[src/design/ltc_regs.svh]
/*
 File: constants for the line-termination end controller: operations-channel codes,
 addresses, frame layout, scrambler taps and reset timing.
 Assumes: included by the package, the bench and the network-termination model by its bare name.
*/
`ifndef LTC_REGS_SVH
`define LTC_REGS_SVH
`define LTC_EOC_RETURN_NORMAL   8'hff
`define LTC_EOC_FULL_LOOP       8'h50
`define LTC_EOC_B1_LOOP         8'h51
`define LTC_EOC_B2_LOOP         8'h52
`define LTC_EOC_REQ_CORRUPT     8'h53
`define LTC_EOC_NOTIFY_CORRUPT  8'h54
`define LTC_EOC_HOLD            8'h00
`define LTC_EOC_UNABLE          8'haa
`define LTC_ADDR_NT             3'h0
`define LTC_ADDR_BCAST          3'h7
`define LTC_EOC_BITS            12
`define LTC_EOC_REPEATS         2'h3
`define LTC_SCR_ORDER           23
`define LTC_TAP_TX              5
`define LTC_TAP_RX              18
`define LTC_SCR_SEED            23'h000001
`define LTC_RX_RESET_MS         40
`define LTC_CLK_KHZ             50000
`endif

[src/design/ltc_pkg.sv]
/*
 File: types shared by the line-termination end controller.
 Assumes: the constants header sits beside it in design/.
*/
`include "ltc_regs.svh"
package ltc_pkg;
  typedef struct packed {
    logic [2:0] addr;
    logic       is_msg;
    logic [7:0] info;
  } ltc_eoc_frame_t;
  typedef enum logic [1:0] {LTC_CLS_STD, LTC_CLS_NONSTD, LTC_CLS_NETWORK, LTC_CLS_FUTURE} ltc_code_class_t;
  function automatic ltc_code_class_t ltc_classify(input logic [7:0] code);
    case (code[7:4])
      4'h1, 4'h2, 4'h3, 4'h4: ltc_classify = LTC_CLS_NONSTD;
      4'h6, 4'h7, 4'h8, 4'h9: ltc_classify = LTC_CLS_NETWORK;
      default: begin
        if (code == `LTC_EOC_RETURN_NORMAL || code == `LTC_EOC_HOLD || code == `LTC_EOC_UNABLE ||
            (code >= `LTC_EOC_FULL_LOOP && code <= `LTC_EOC_NOTIFY_CORRUPT))
          ltc_classify = LTC_CLS_STD;
        else
          ltc_classify = LTC_CLS_FUTURE;
      end
    endcase
  endfunction : ltc_classify
endpackage : ltc_pkg

[src/design/ltc_line_ctrl.sv]
/*
 File: network-side controller that drives the operations channel, both scramblers
 and the reset sub-states towards the network termination.
 Assumes: frame slots, tone detection and line coding are handled by neighbouring logic;
 the line receive strobes are framed and come from the same clock.
*/
`timescale 1ns/1ns
module ltc_line_ctrl
  import ltc_pkg::*;
#(
  parameter int RX_RESET_CYCLES = `LTC_RX_RESET_MS * `LTC_CLK_KHZ
) (
  input  wire logic     sys_clk,
  input  wire logic     rst,
  input  wire logic     cmd_valid,
  input  ltc_eoc_frame_t cmd_frame,
  input  wire logic     cmd_abort,
  input  wire logic     start_req,
  input  wire logic     signal_lost,
  input  wire logic     eoc_slot,
  input  ltc_eoc_frame_t eoc_rx,
  input  wire logic     tx_bit_en,
  input  wire logic     tx_bit,
  input  wire logic     rx_bit_en,
  input  wire logic     rx_bit,
  output ltc_eoc_frame_t eoc_tx,
  output logic          tx_line_bit,
  output logic          rx_user_bit,
  output logic          send_wake_tone,
  output logic          corrupt_crc,
  output logic          cmd_busy,
  output logic          cmd_done,
  output logic          cmd_unable,
  output logic          cmd_misaddr,
  output ltc_code_class_t cmd_class,
  output logic          loop_active,
  output logic          far_corrupting,
  output logic          in_reset
);
  typedef enum {ST_FULL_RESET, ST_RX_RESET, ST_WAKE, ST_ACTIVE} ltc_link_t;
  typedef enum {CMD_IDLE, CMD_SEND} ltc_cmd_t;

  ltc_link_t      link;
  ltc_cmd_t       cstate;
  ltc_eoc_frame_t pending;
  logic [1:0]     match_cnt;
  logic [1:0]     unable_cnt;
  logic [1:0]     hold_cnt;
  logic [31:0]    rst_timer;
  logic           lost_meta;
  logic           lost_sync;
  logic           scr_out;
  logic           dscr_out;
  logic           confirmed;

  ltc_scrambler #(.TAP(`LTC_TAP_TX), .DESCRAMBLE(1'b0)) u_tx_scr (
    .sys_clk (sys_clk),
    .rst     (rst),
    .bit_en  (tx_bit_en),
    .bit_in  (tx_bit),
    .bit_out (scr_out)
  );

  ltc_scrambler #(.TAP(`LTC_TAP_RX), .DESCRAMBLE(1'b1)) u_rx_dscr (
    .sys_clk (sys_clk),
    .rst     (rst),
    .bit_en  (rx_bit_en),
    .bit_in  (rx_bit),
    .bit_out (dscr_out)
  );

  always_ff @(posedge sys_clk) begin
    if (rst) begin
      tx_line_bit <= 1'b0;
      rx_user_bit <= 1'b0;
    end else begin
      tx_line_bit <= scr_out;
      rx_user_bit <= dscr_out;
    end
  end

  // Loss of signal comes from the analogue front end, so it is synchronised.
  always_ff @(posedge sys_clk) begin
    if (rst) begin
      lost_meta <= 1'b1;
      lost_sync <= 1'b1;
    end else begin
      lost_meta <= signal_lost;
      lost_sync <= lost_meta;
    end
  end

  // The far end resets silently, so our model of it follows the line: we only wake it with a tone.
  always_ff @(posedge sys_clk) begin
    if (rst) begin
      link      <= ST_FULL_RESET;
      rst_timer <= 32'h0;
    end else begin
      case (link)
        ST_FULL_RESET: begin
          rst_timer <= 32'h0;
          if (start_req)
            link <= ST_WAKE;
        end
        ST_RX_RESET: begin
          // The far end may still hear a tone here, so a request goes straight out.
          if (start_req) begin
            link <= ST_WAKE;
          end else if (rst_timer >= RX_RESET_CYCLES - 1) begin
            link <= ST_FULL_RESET;
          end else begin
            rst_timer <= rst_timer + 32'h1;
          end
        end
        ST_WAKE: begin
          if (!lost_sync)
            link <= ST_ACTIVE;
        end
        ST_ACTIVE: begin
          rst_timer <= 32'h0;
          if (lost_sync)
            link <= ST_RX_RESET;
        end
        default: link <= ST_FULL_RESET;
      endcase
    end
  end

  always_ff @(posedge sys_clk) begin
    if (rst) begin
      send_wake_tone <= 1'b0;
      in_reset       <= 1'b1;
    end else begin
      send_wake_tone <= (link == ST_WAKE) && lost_sync;
      in_reset       <= (link == ST_FULL_RESET) || (link == ST_RX_RESET);
    end
  end

  assign confirmed = (eoc_rx == pending);

  // The command repeats on every slot until three matching echoes, three refusals or three unconfirmed hold replies come back, or an abort or reset ends it.
  always_ff @(posedge sys_clk) begin
    if (rst) begin
      cstate      <= CMD_IDLE;
      pending     <= '0;
      match_cnt   <= 2'h0;
      unable_cnt  <= 2'h0;
      hold_cnt    <= 2'h0;
      cmd_done    <= 1'b0;
      cmd_unable  <= 1'b0;
      cmd_misaddr <= 1'b0;
      cmd_class   <= LTC_CLS_STD;
    end else begin
      cmd_done    <= 1'b0;
      cmd_unable  <= 1'b0;
      cmd_misaddr <= 1'b0;
      case (cstate)
        CMD_IDLE: begin
          if (cmd_valid) begin
            pending    <= cmd_frame;
            cmd_class  <= ltc_classify(cmd_frame.info);
            match_cnt  <= 2'h0;
            unable_cnt <= 2'h0;
            hold_cnt   <= 2'h0;
            cstate     <= CMD_SEND;
          end
        end
        CMD_SEND: begin
          if (cmd_abort || in_reset) begin
            cstate <= CMD_IDLE;
          end else if (eoc_slot) begin
            match_cnt  <= confirmed ? match_cnt + 2'h1 : 2'h0;
            unable_cnt <= (eoc_rx.is_msg && eoc_rx.info == `LTC_EOC_UNABLE) ? unable_cnt + 2'h1 : 2'h0;
            hold_cnt   <= (eoc_rx.addr == `LTC_ADDR_NT && eoc_rx.info == `LTC_EOC_HOLD && !confirmed)
                          ? hold_cnt + 2'h1 : 2'h0;
            if (confirmed && match_cnt == `LTC_EOC_REPEATS - 2'h1) begin
              cmd_done <= 1'b1;
              cstate   <= CMD_IDLE;
            end else if (unable_cnt == `LTC_EOC_REPEATS - 2'h1 && eoc_rx.info == `LTC_EOC_UNABLE) begin
              cmd_unable <= 1'b1;
              cstate     <= CMD_IDLE;
            end else if (hold_cnt == `LTC_EOC_REPEATS - 2'h1 && eoc_rx.info == `LTC_EOC_HOLD && !confirmed) begin
              cmd_misaddr <= 1'b1;
              cstate      <= CMD_IDLE;
            end
          end
        end
        default: cstate <= CMD_IDLE;
      endcase
    end
  end

  // When idle we send hold, which leaves everything latched at the far end untouched.
  always_ff @(posedge sys_clk) begin
    if (rst)
      eoc_tx <= '{addr: `LTC_ADDR_NT, is_msg: 1'b1, info: `LTC_EOC_HOLD};
    else if (cstate == CMD_SEND)
      eoc_tx <= pending;
    else
      eoc_tx <= '{addr: `LTC_ADDR_NT, is_msg: 1'b1, info: `LTC_EOC_HOLD};
  end

  always_ff @(posedge sys_clk) begin
    cmd_busy <= !rst && (cstate == CMD_SEND);
  end

  // Latched far-end actions, mirrored from confirmed commands; any reset passage clears them.
  always_ff @(posedge sys_clk) begin
    if (rst || in_reset) begin
      loop_active    <= 1'b0;
      far_corrupting <= 1'b0;
      corrupt_crc    <= 1'b0;
    end else if (cmd_done && pending.is_msg) begin
      case (pending.info)
        `LTC_EOC_RETURN_NORMAL: begin
          loop_active    <= 1'b0;
          far_corrupting <= 1'b0;
          corrupt_crc    <= 1'b0;
        end
        `LTC_EOC_FULL_LOOP, `LTC_EOC_B1_LOOP, `LTC_EOC_B2_LOOP: loop_active <= 1'b1;
        `LTC_EOC_REQ_CORRUPT:    far_corrupting <= 1'b1;
        `LTC_EOC_NOTIFY_CORRUPT: corrupt_crc    <= 1'b1;
        default: corrupt_crc <= corrupt_crc;
      endcase
    end
  end

  a_rx_reset_min: assert property (@(posedge sys_clk) disable iff (rst)
    (link == ST_RX_RESET && rst_timer < RX_RESET_CYCLES - 1 && !start_req) |=> link != ST_FULL_RESET)
    else $error("left receive reset early");
  a_reset_silent: assert property (@(posedge sys_clk) disable iff (rst)
    (link == ST_FULL_RESET && !start_req) |=> !send_wake_tone) else $error("tone without request");
  a_done_after_three: assert property (@(posedge sys_clk) disable iff (rst)
    $rose(cmd_done) |-> $past(match_cnt) == 2'h2) else $error("done without three echoes");
  a_rtn_clears: assert property (@(posedge sys_clk) disable iff (rst)
    (cmd_done && pending.is_msg && pending.info == `LTC_EOC_RETURN_NORMAL) |=> !corrupt_crc && !loop_active)
    else $error("return to normal left actions latched");
  a_idle_hold: assert property (@(posedge sys_clk) disable iff (rst)
    (cstate == CMD_IDLE) |=> eoc_tx.info == `LTC_EOC_HOLD) else $error("idle slot not hold");
  a_reset_release: assert property (@(posedge sys_clk) disable iff (rst)
    in_reset |=> !loop_active && !far_corrupting) else $error("actions kept through reset");
  a_notify_corrupt: assert property (@(posedge sys_clk) disable iff (rst)
    (cmd_done && pending.is_msg && pending.info == `LTC_EOC_NOTIFY_CORRUPT && !in_reset) |=> corrupt_crc)
    else $error("corrupt crc not started");
  a_unable_three: assert property (@(posedge sys_clk) disable iff (rst)
    $rose(cmd_unable) |-> $past(unable_cnt) == 2'h2) else $error("unable without three replies");
endmodule : ltc_line_ctrl

[src/design/ltc_scrambler.sv]
/*
 File: self-synchronising 23rd-order scrambler or descrambler, one bit per enable.
 Assumes: bit_en marks payload bits; frame word bits arrive with bit_en low.
*/
`timescale 1ns/1ns
module ltc_scrambler
  import ltc_pkg::*;
#(
  parameter int TAP        = `LTC_TAP_TX,
  parameter bit DESCRAMBLE = 1'b0
) (
  input  wire logic sys_clk,
  input  wire logic rst,
  input  wire logic bit_en,
  input  wire logic bit_in,
  output logic      bit_out
);
  logic [`LTC_SCR_ORDER-1:0] shreg;
  logic                      next_out;

  assign next_out = bit_in ^ shreg[TAP-1] ^ shreg[`LTC_SCR_ORDER-1];

  // The seed is never all ones, so idle streams of ones still come out random.
  always_ff @(posedge sys_clk) begin
    if (rst) begin
      shreg <= `LTC_SCR_SEED;
    end else if (bit_en) begin
      // A scrambler feeds back its output; a descrambler shifts the received line bit.
      shreg <= {shreg[`LTC_SCR_ORDER-2:0], DESCRAMBLE ? bit_in : next_out};
    end
  end

  always_ff @(posedge sys_clk) begin
    if (rst)
      bit_out <= 1'b0;
    else if (bit_en)
      bit_out <= next_out;
  end

  a_hold_on_frame: assert property (@(posedge sys_clk) disable iff (rst)
    !bit_en |=> $stable(shreg)) else $error("shift register moved during frame word");
  a_never_all_ones: assert property (@(posedge sys_clk) disable iff (rst)
    (DESCRAMBLE || shreg != '1)) else $error("scrambler reached all ones");
endmodule : ltc_scrambler

[config.mk]
export PLATFORM = sky130hd
export DESIGN_NAME = ltc_line_ctrl
export DESIGN_NICKNAME = d
export VERILOG_FILES = /design/src/design/ltc_pkg.sv /design/src/design/ltc_line_ctrl.sv /design/src/design/ltc_scrambler.sv
export VERILOG_INCLUDE_DIRS = /design/src /design/src/design
export SDC_FILE = /design/constraint.sdc
export NUM_CORES = 1
export LEC_CHECK = 0
export BUFFER_PORTS_ARGS = -buffer_cell sky130_fd_sc_hd__buf_4
export CORE_AREA = 2 2 103 145
export DETAILED_ROUTE_END_ITERATION = 6
export DIE_AREA = 0 0 105 147
export PLACE_DENSITY = 0.56
export SLEW_MARGIN = 25
export SYNTH_ARGS = -nofsm -noshare
export SYNTH_HDL_FRONTEND = slang
export SYNTH_SLANG_ARGS = --single-unit
[constraint.sdc]
create_clock -name sys_clk -period 3.3 [get_ports sys_clk]
set_input_delay 0.165 -clock sys_clk [delete_from_list [all_inputs] [get_ports sys_clk]]
set_output_delay 0.165 -clock sys_clk [all_outputs]
set_load 0.01 [all_outputs]
Word-level counts from Yosys, hierarchy flattened
Index checks and enable logic that the tools add are counted.
{"block": "op_classes", "addsub": 4, "order_cmp": 3, "eq_ne": 39, "mux": 37, "bitwise_logic": 7, "reduce_logical": 46}
{"cell": "$mux W32", "count": 13}
{"cell": "$eq A32 B2 Y1 const B", "count": 4}
{"cell": "$pmux W32 S2", "count": 2}
{"cell": "$pmux W32 S4", "count": 1}
{"cell": "$logic_not A32 Y1", "count": 3}
{"cell": "$eq A32 B1 Y1 const B", "count": 2}
{"cell": "$eq A8 B7 Y1 const B", "count": 5}
{"cell": "$add A32 B1 Y32 const B", "count": 1}
{"cell": "$eq A32 B3 Y1 const B", "count": 1}
{"cell": "$eq A8 B8 Y1 const B", "count": 4}
{"cell": "$ge A32 B21 Y1 const B", "count": 1}
{"cell": "$mux W2", "count": 11}
{"cell": "$logic_not A8 Y1", "count": 2}
{"cell": "$ne A2 B2 Y1 const B", "count": 8}
{"cell": "$pmux W2 S2", "count": 4}
{"cell": "$eq A12 B12 Y1", "count": 1}
{"cell": "$eq A4 B3 Y1 const B", "count": 3}
{"cell": "$reduce_or A4 Y1", "count": 3}
{"cell": "$logic_and A1 B1 Y1", "count": 11}
{"cell": "$reduce_bool A2 Y1", "count": 5}
{"cell": "$eq A4 B2 Y1 const B", "count": 2}
{"cell": "$eq A4 B4 Y1 const B", "count": 2}
{"cell": "$ge A8 B7 Y1 const B", "count": 1}
{"cell": "$le A8 B7 Y1 const B", "count": 1}
{"cell": "other kinds (19)", "count": 45}
{"block": "word_totals", "ff_bits": 189, "output_inout_bits": 25, "wordCells": 166}

Depth between registers and ports, before layout
Gate-level depths: netlist (run 1).
{"block": "logic_depth", "ltp_word": 9, "ltp_mapped": 9, "mapped_depth_nobuf": 7}

Cells and area by module
A second synthesis (run 1) with hierarchy kept.
{"block": "unflattened", "hier_cells": 619, "hier_area_um2": 5624.1}
{"mod": "ltc_line_ctrl", "n_inst": 1, "cells_per_inst": 461, "area_per_inst_um2": 3862.5, "seq_area_each_um2": 1601.5}
{"mod": "ltc_scrambler (u_tx_scr)", "n_inst": 1, "cells_per_inst": 80, "area_per_inst_um2": 883.3, "seq_area_each_um2": 480.5}
{"mod": "ltc_scrambler (u_rx_dscr)", "n_inst": 1, "cells_per_inst": 78, "area_per_inst_um2": 878.3, "seq_area_each_um2": 480.5}

Least setup slack after synthesis (run 1)
OpenSTA, ideal clock, no wires.
{"block": "synth_path", "path_kind": "reg-to-reg", "from": "reg link[1]", "to": "reg rst_timer[26]", "arrival_ns": 1.947, "t_required_ns": 3.230, "slack_ns": 1.283, "stages_incl_launch_ff": 9, "cell_sequence": "dfxtp_1 inv_1 ha_1 and2_1 a32oi_2 o2111ai_1 buf_2 or4_1 a21oi_1"}
{"block": "synth_between", "elab_chain_cells": 4, "elab_cells_between_ends": 9, "classes_between": "eq/ne: 4; mux: 1; reduce/logical: 4"}
{"element": "start: declaration", "line_no": "ltc_line_ctrl.sv:43", "text": "ltc_link_t link;"}
{"element": "start signal: assignment", "line_no": "ltc_line_ctrl.sv:96", "text": "link <= ST_FULL_RESET;"}
{"element": "start signal: assignment", "line_no": "ltc_line_ctrl.sv:103", "text": "link <= ST_WAKE;"}
{"element": "start signal: assignment", "line_no": "ltc_line_ctrl.sv:108", "text": "link <= ST_WAKE;"}
{"element": "$eq A32 B2 Y1 or $logic_not A32 Y1 (tied branches)", "line_no": "ltc_line_ctrl.sv:99", "text": "case (link)"}
{"element": "$reduce_or A2 Y1 (no source line)"}
{"element": "$reduce_bool A2 Y1 (no source line)"}
{"element": "$reduce_and A3 Y1 (no source line)"}
{"element": "end signal: assignment", "line_no": "ltc_line_ctrl.sv:112", "text": "rst_timer <= rst_timer + 32'h1;"}
{"element": "end: declaration", "line_no": "ltc_line_ctrl.sv:49", "text": "logic [31:0] rst_timer;"}
Several ways; a longest one is shown, not always the timed one.
A chain may end at the register's enable or synchronous reset.

Worst setup path after layout (run 1)
{"block": "layout_path", "from": "reg rst_timer[0]", "to": "reg rst_timer[28]"}
{"block": "layout_between", "elab_chain_cells": 4, "elab_cells_between_ends": 7, "classes_between": "add/sub: 1; order compare: 1; eq/ne: 1; mux: 3; reduce/logical: 1"}
{"element": "$add A32 B1 Y32", "line_no": "ltc_line_ctrl.sv:112"}
{"element": "$mux W32", "line_no": "ltc_line_ctrl.sv:109", "text": "end else if (rst_timer >= RX_RESET_CYCLES - 1) begin"}
{"element": "$mux W32", "line_no": "ltc_line_ctrl.sv:107", "text": "if (start_req) begin"}
{"element": "$pmux W32 S2", "line_no": "ltc_line_ctrl.sv:99"}
Several ways; a longest one is shown, not always the timed one. The select of a mux whose other input is x is not followed.

==> results.py, run 1 <==
metrics = {
    "critical_path": {
        "cp_data_required_time_ns": 3.63,
        "critPathLaunchType": "register",
        "critical_path.max_fanout": 13,
        "worst_setup_path_end_kind": "register",
        "arrival_worst_endpoint_ns": 2.66,
        "critPathKind": "reg -> reg",
    },
    "clock_network": {
        "tritoncts": "built",
        "numCtsBuffers": 17,
        "cts.path.max_buffers": 2,
        "post_cts_buffers": 0,
        "clock-root-buffer": "sky130_fd_sc_hd__clkbuf_16",
        "cts_resized": 0,
        "clk-insertion-delay-late_ns": 0.41,
        "cts_max_level": 4,
        "clk_pin_slew_ns": 0.06,
        "cts.hold.buffers_added": 4,
        "clock_sinks": 128,
    },
    "global_route": {
        "grt_pass1_vias": 4528,
        "grt_max_degree": 68,
        "grt_first_pass_wirelength_mm": 20.67,
        "grt_antenna_before_repair": 0,
        "grtUsageTotal": 0.1615,
        "globalRouteOverflowTotal": 0,
    },
    "floorplanning": {
        "floorplan.die_area_sq_mm": 0.01544,
        "initial_utilization": 0.3925,
        "dieHeight_um": 147,
        "core.rowCount": 52,
        "core_area_sq_mm": 0.01418,
        "floorplan.io_pins": 60,
        "chipWidth_um": 105,
    },
    "sta": {
        "tns_ns": 0,
        "rsz_0062_raised_after_global_routing": "no",
        "hold_violations": 0,
        "final_setup_skew_ns": 0.01219,
        "max-slew-margin-rel": 0.4981,
        "tightestPinTransition_ns": 0.7466,
        "max_clock_freq_mhz": 428.5,
        "final.period_utilization": 0.7072,
        "whs_ns": 0.02292,
        "setup-violations-final": 0,
        "final_period_minus_worst_setup_slack_ns": 2.334,
        "slew_violations": 0,
    },
    "drt": {
        "postRouteAntennaNets": 0,
        "vias_per_inst": 5.268,
        "drt_first_pass_iters": 4,
        "drt_iter0_drc": 204,
        "postRouteWirelength_mm": 12.40,
        "routed-via-count": 4662,
        "avgRoutedWirePerCell_um": 14.02,
        "post-route-drc-count": 0,
    },
    "pwr": {
        "p_clk_frac": 0.417,
        "power_per_cell_area_mw_per_mm2": 640.9,
        "seqPwrFrac": 0.379,
        "pwr-share-comb": 0.204,
        "power.internal_uw": 3045,
        "total_switching_power_uw": 1296,
        "ir_worst_vdd_mv": 0.5364,
        "netSwitchingFraction": 0.2985,
        "p_leak_uw": 0.002591,
    },
    "layout": {
        "post_route_cells_drive_above_1_share": 0.1494,
        "post_layout_nonfiller_instances": 885,
        "nets": 727,
        "layout-area-overhead-vs-synth_pct": 21.67,
        "finish.utilization": 0.4775,
        "stdcell_area_sq_mm": 0.006773,
        "antenna_cells_inserted": 0,
    },
    "status": {
        "result_of_the_run": "finished, final reports clean",
    },
    "synth": {
        "syn_nets": 673,
        "async_reset_ff_frac": 0,
        "synthesized_area_per_cell_sq_um": 8.836,
        "post_synth_num_cell_types": 54,
        "netlist_top_cells_area": "sky130_fd_sc_hd__dfxtp_1 46%, sky130_fd_sc_hd__mux2i_1 8.1%, sky130_fd_sc_hd__a21oi_1 4.9%, sky130_fd_sc_hd__nor2_1 4.6%, sky130_fd_sc_hd__nand2_1 3.4%",
        "post-synth-top-count-cell": "sky130_fd_sc_hd__dfxtp_1",
        "yosysTopAreaCellShare": 0.4603,
        "synthDominantAreaCellType": "sky130_fd_sc_hd__dfxtp_1",
        "synth_seq_cells": 128,
        "post_synth_most_frequent_cells": "128 x sky130_fd_sc_hd__dfxtp_1, 68 x sky130_fd_sc_hd__nor2_1, 55 x sky130_fd_sc_hd__a21oi_1, 50 x sky130_fd_sc_hd__nand2_1, 45 x sky130_fd_sc_hd__mux2i_1",
        "ys.warnings.count": 0,
        "synth_enable_flop_cells": 0,
        "post_synth_instance_area_sq_mm": 0.005567,
        "synth_seq_area_share": 0.4603,
        "yosys_most_used_dff": "sky130_fd_sc_hd__dfxtp_1",
        "synthCells": 630,
    },
    "place": {
        "dp.final_hpwl_mm": 8.491,
        "gp_congestion": 0.8622,
        "place.detailed.instances": 850,
        "place_area_sq_mm": 0.006150,
        "numPortBuffers": 59,
    },
    "min_path": {
        "hold_class": "in -> reg",
    },
    "flow_run": {
        "maxCapViolCount": 0,
    },
}
## power by group through the flow
stage | registers [uW] | logic (uW) | clock network [uW]
after floorplan | 1670 | 607 | 0
after global placement | 1670 | 856 | 0
after detailed placement | 1680 | 884 | 0
after CTS | 1640 | 893 | 1860
after global routing | 1650 | 985 | 1920
final | 1640 | 886 | 1810
## worst paths after layout
kind,startpoint,endpoint,slack [ns],cells after the start
max reg2reg,rst_timer[0],rst_timer[28],0.97,8
max,rst_timer[0],rst_timer[28],0.97,8
min,cmd_frame[8],pending[8],0.02,3
min reg2reg,lost_meta,lost_sync,0.41,1
## flip-flops by register name, summed over array words and instances, names as in the netlist, 2 cells and up
| signal | cells |
|---|---|
| cmd_class | 2 |
| eoc_tx | 12 |
| hold_cnt | 2 |
| link | 2 |
| match_cnt | 2 |
| pending | 12 |
| rst_timer | 32 |
| u_rx_dscr.shreg | 23 |
| u_tx_scr.shreg | 23 |
| unable_cnt | 2 |
## placed cells by master (no fill, tap or decap), drive strengths merged, types with 2 or more instances in the layout
| master | synthesis | final |
|---|---|---|
| xor2 | 12 | 12 |
| clkinvlp | 0 | 5 |
| buf | 10 | 65 |
| a32oi | 3 | 3 |
| nand4 | 15 | 15 |
| clkinv | 1 | 2 |
| a21oi | 56 | 56 |
| nor2b | 9 | 9 |
| o22ai | 2 | 2 |
| nor3 | 12 | 12 |
| and2 | 16 | 16 |
| nor2 | 68 | 68 |
| clkbuf | 24 | 21 |
| nor4 | 14 | 14 |
| and4 | 6 | 6 |
| or3 | 9 | 9 |
| o211ai | 3 | 3 |
| o21ai | 25 | 25 |
| or4 | 21 | 21 |
| nor3b | 2 | 2 |
| or2 | 3 | 3 |
| o31ai | 7 | 7 |
| a31oi | 7 | 7 |
| and3 | 5 | 5 |
| a211oi | 2 | 2 |
| dfxtp | 128 | 128 |
| dlygate4sd3 | 0 | 4 |
| ha | 8 | 8 |
| inv | 17 | 20 |
| mux2i | 45 | 45 |
| nand3 | 15 | 15 |
| a311oi | 2 | 2 |
| xnor2 | 5 | 5 |
| o21a | 5 | 5 |
| nand2b | 10 | 10 |
| nand2 | 50 | 50 |
## final cells by class
class                           instances  area, sq um
Fill cell                            1425         7411
Multi-Input combinational cell        450         2795
Clock inverter                         10        102.6
Tap cell                              189        236.5
Inverter                               18        67.56
Clock buffer                           21        480.5
Timing Repair Buffer                   69        528.0
Sequential cell                       128         2562
## critical path, stage by stage (launching register included)
cell and delay (ns):
sky130_fd_sc_hd__dfxtp_1 0.34, sky130_fd_sc_hd__ha_1 0.24, sky130_fd_sc_hd__nand3_1 0.14, sky130_fd_sc_hd__o21ai_0 0.17, sky130_fd_sc_hd__a32oi_2 0.26, sky130_fd_sc_hd__o2111ai_1 0.18, sky130_fd_sc_hd__buf_4 0.24, sky130_fd_sc_hd__or4_1 0.51
sky130_fd_sc_hd__a21oi_1 0.17
## kinds of logic (layout without fill, tap and decap cells)
logic type,Yosys count,in the layout,synth area share
fa+ha+maj,9,9,0.01978
flops,128,128,0.4603
buf+inv,52,118,0.03753
mux,46,46,0.08294
simple gates,257,257,0.2423
compound gates,121,121,0.1304
xor+xnor,17,17,0.02675
## through the flow
stage	power (uW)	setup slack [ns]
floorplan	2276	1.283
global placement	2530	1.121
detailed placement	2561	1.015
CTS	4400	0.9875
global route	4561	0.8109
finish	4341	0.9662
## metal layers
layer	up-vias	track usage	share of wire	wire length, um
li1	2374	-	-	-
met1	2171	0.1813	0.43	5280
met2	97	0.2860	0.52	6457
met3	20	0.03017	0.034	419
met4	0	0.08867	0.020	247
met5	-	0	0	0
No activity file was read; power rests on OpenSTA's default activity.
==> run 2, diff against run 1 <==
Clock period 3.3 ns to 2.42 ns, I/O delays scaled along.
==> run 2 against run 1 <==
- total power rose by 44%
- via count rose by 4.1%
- utilization rose by 1.8 points
- cell count rose by 2.1%
- sequential share of layout area fell by 1.3 points
- non-clock buffer count rose by 19
- die area did not move
- flip-flop and latch count did not move
==> results.py, run 2 (synthesis results as in run 1) <==
metrics = {
    "pwr": {
        "p_clk_frac": 0.431,
        "power_per_cell_area_mw_per_mm2": 892.5,
        "power.internal_uw": 4454,
        "ir_worst_vdd_mv": 0.5086,
        "pwr-share-comb": 0.212,
        "seqPwrFrac": 0.358,
        "total_switching_power_uw": 1814,
        "p_leak_uw": 0.002714,
        "netSwitchingFraction": 0.2895,
    },
    "drt": {
        "drt_first_pass_iters": 4,
        "vias_per_inst": 5.368,
        "post-route-drc-count": 0,
        "drt_iter0_drc": 204,
        "met3_wirelength_um": 476,
        "met1Wirelength_mm": 5.469,
        "routed-via-count": 4853,
        "avgRoutedWirePerCell_um": 14.49,
        "met2RoutedLength_mm": 6.945,
        "dr.max_layer_used": "met4",
        "postRouteAntennaNets": 0,
        "postRouteWirelength_mm": 13.10,
    },
    "sta": {
        "final.period_utilization": 0.9439,
        "setup-violations-final": 0,
        "slew_violations": 0,
        "rsz_0062_raised_after_global_routing": "no",
        "tightestPinTransition_ns": 0.7148,
        "final_period_minus_worst_setup_slack_ns": 2.284,
        "hold_violations": 0,
        "max_clock_freq_mhz": 437.8,
        "final_setup_skew_ns": 0.02723,
        "max-slew-margin-rel": 0.5214,
        "whs_ns": 0.06139,
        "tns_ns": 0,
    },
    "global_route": {
        "grt_first_pass_wirelength_mm": 21.99,
        "grtUsageTotal": 0.1746,
        "grt_pass1_vias": 4826,
        "grt_max_degree": 68,
        "globalRouteOverflowTotal": 0,
        "grt_antenna_before_repair": 0,
    },
    "floorplanning": {
        "core.rowCount": 52,
        "dieHeight_um": 147,
        "core_area_sq_mm": 0.01418,
        "chipWidth_um": 105,
        "floorplan.io_pins": 60,
        "floorplan.die_area_sq_mm": 0.01544,
        "initial_utilization": 0.3925,
    },
    "layout": {
        "regMostFlops": "rst_timer",
        "post_route_cells_drive_above_1_share": 0.1580,
        "sequential_cell_area_sq_mm": 0.002562,
        "nets": 746,
        "registers_with_the_highest_flip_flop_counts": "rst_timer x32, u_rx_dscr.shreg x23, u_tx_scr.shreg x23",
        "max_reg_flops": 32,
        "layout-area-overhead-vs-synth_pct": 26.16,
        "antenna_cells_inserted": 0,
        "mostFrequentLayoutCells": "128 x sky130_fd_sc_hd__dfxtp_1, 71 x sky130_fd_sc_hd__buf_4, 68 x sky130_fd_sc_hd__nor2_1",
        "most_frequent_standard_cell_in_the_layout_excluding_fill_and_tap_cells": "sky130_fd_sc_hd__dfxtp_1",
        "area_of_the_multi_input_gates_sq_mm": 0.002808,
        "fillerInstances": 1359,
    },
    "clock_network": {
        "clk_pin_slew_ns": 0.06,
        "clk-insertion-delay-late_ns": 0.42,
        "clock-root-buffer": "sky130_fd_sc_hd__clkbuf_16",
        "numCtsBuffers": 17,
        "clock_sinks": 128,
        "post_cts_buffers": 0,
        "cts.path.max_buffers": 2,
        "cts_max_level": 4,
        "tritoncts": "built",
    },
    "min_path": {
        "hold_class": "in -> reg",
    },
    "critical_path": {
        "slowest_delay_ns": 0.50,
        "cp_data_required_time_ns": 2.75,
        "critical_path.slowest_cell": "sky130_fd_sc_hd__or4_1",
        "cp_cell_sequence": "nor4_2 > nand3_1 > a32oi_2 > o2111ai_1 > buf_4 > or4_1 > a21oi_1",
        "critical_path.max_fanout": 13,
        "worst_setup_path_end_kind": "register",
        "critPathKind": "reg -> reg",
        "critPathLaunchType": "register",
        "cp_top_family": "simple AND/OR/NAND/NOR gates",
        "cp_num_buf_inv": 1,
        "rrSetupSlack_ns": 0.14,
        "arrival_worst_endpoint_ns": 2.61,
    },
    "status": {
        "result_of_the_run": "finished, final reports clean",
    },
    "flow_run": {
        "maxCapViolCount": 0,
    },
    "place": {
        "gp_congestion": 0.8968,
        "numPortBuffers": 59,
        "dp.final_hpwl_mm": 8.951,
    },
}
-- run 2: cell types whose count changed in the layout (fill, tap and decap cells not counted), moves of 2 or more --
cell	previous run	this run
sky130_fd_sc_hd__buf_4	65	71
sky130_fd_sc_hd__nor4_2	1	3
sky130_fd_sc_hd__clkinvlp_4	5	3
sky130_fd_sc_hd__bufinv_16	1	4
sky130_fd_sc_hd__clkbuf_8	4	1
sky130_fd_sc_hd__nor4_1	12	10
sky130_fd_sc_hd__dlygate4sd3_1	4	15
sky130_fd_sc_hd__buf_12	0	2
-- run 2: final timing paths --
check	start	depth (start not counted)	end
max reg2reg	rst_timer[21]	7	rst_timer[28]
min	eoc_slot	3	cstate[0]
max	rst_timer[21]	7	rst_timer[28]
min reg2reg	lost_meta	1	lost_sync
-- run 2: cell type report --
type	instances	share of cell area
clock buffer	19	0.06307
clock inverter	12	0.02601
inverter	18	0.009621
multi-input combinational	450	0.3998
sequential	128	0.3649
tap	189	0.03367
timing repair buffer	88	0.1030
-- run 2: power groups by stage --
stage / Sequential, uW / Combinational, uW / Clock, uW
after global placement: 2280 / 1250 / 0
final: 2240 / 1330 / 2700
after global routing: 2250 / 1450 / 2870
after floorplan: 2280 / 828 / 0
after CTS: 2240 / 1310 / 2770
after detailed placement: 2290 / 1280 / 0
-- run 2: per-layer routing --
metal | GRT usage | vias up
met5 | 0 | -
met3 | 0.03904 | 16
li1 | - | 2407
met1 | 0.1898 | 2319
met2 | 0.3172 | 111
met4 | 0.08467 | 0
-- run 2: repair_timing --
action / 4_1_cts / 5_1_grt
hold buffers: 15 / 0
hold endpoints to repair: 15 / 0
gates resized for setup: 0 / 3
endpoints found under the setup margin: 0 / 4
-- run 2: metrics by stage --
stage / setup WS [ns] / cell area (sq um) / util / total power (uW) / std cells
floorplan: 0.4031 / 5567 / - / 3104 / 630
global placement: 0.2507 / 6235 / 0.4396 / 3538 / 858
finish: 0.1357 / 7023 / 0.4951 / 6268 / 904
CTS: 0.1383 / 7010 / 0.4943 / 6318 / 904
detailed placement: 0.1657 / 6235 / 0.4396 / 3571 / 858
global route: 0.01130 / 7023 / 0.4951 / 6566 / 904
-- run 2: tightest hold or removal path: stages --
cell,delay [ns]
sky130_fd_sc_hd__buf_4,0.10
sky130_fd_sc_hd__nand2b_1,0.10
sky130_fd_sc_hd__a31oi_1,0.08
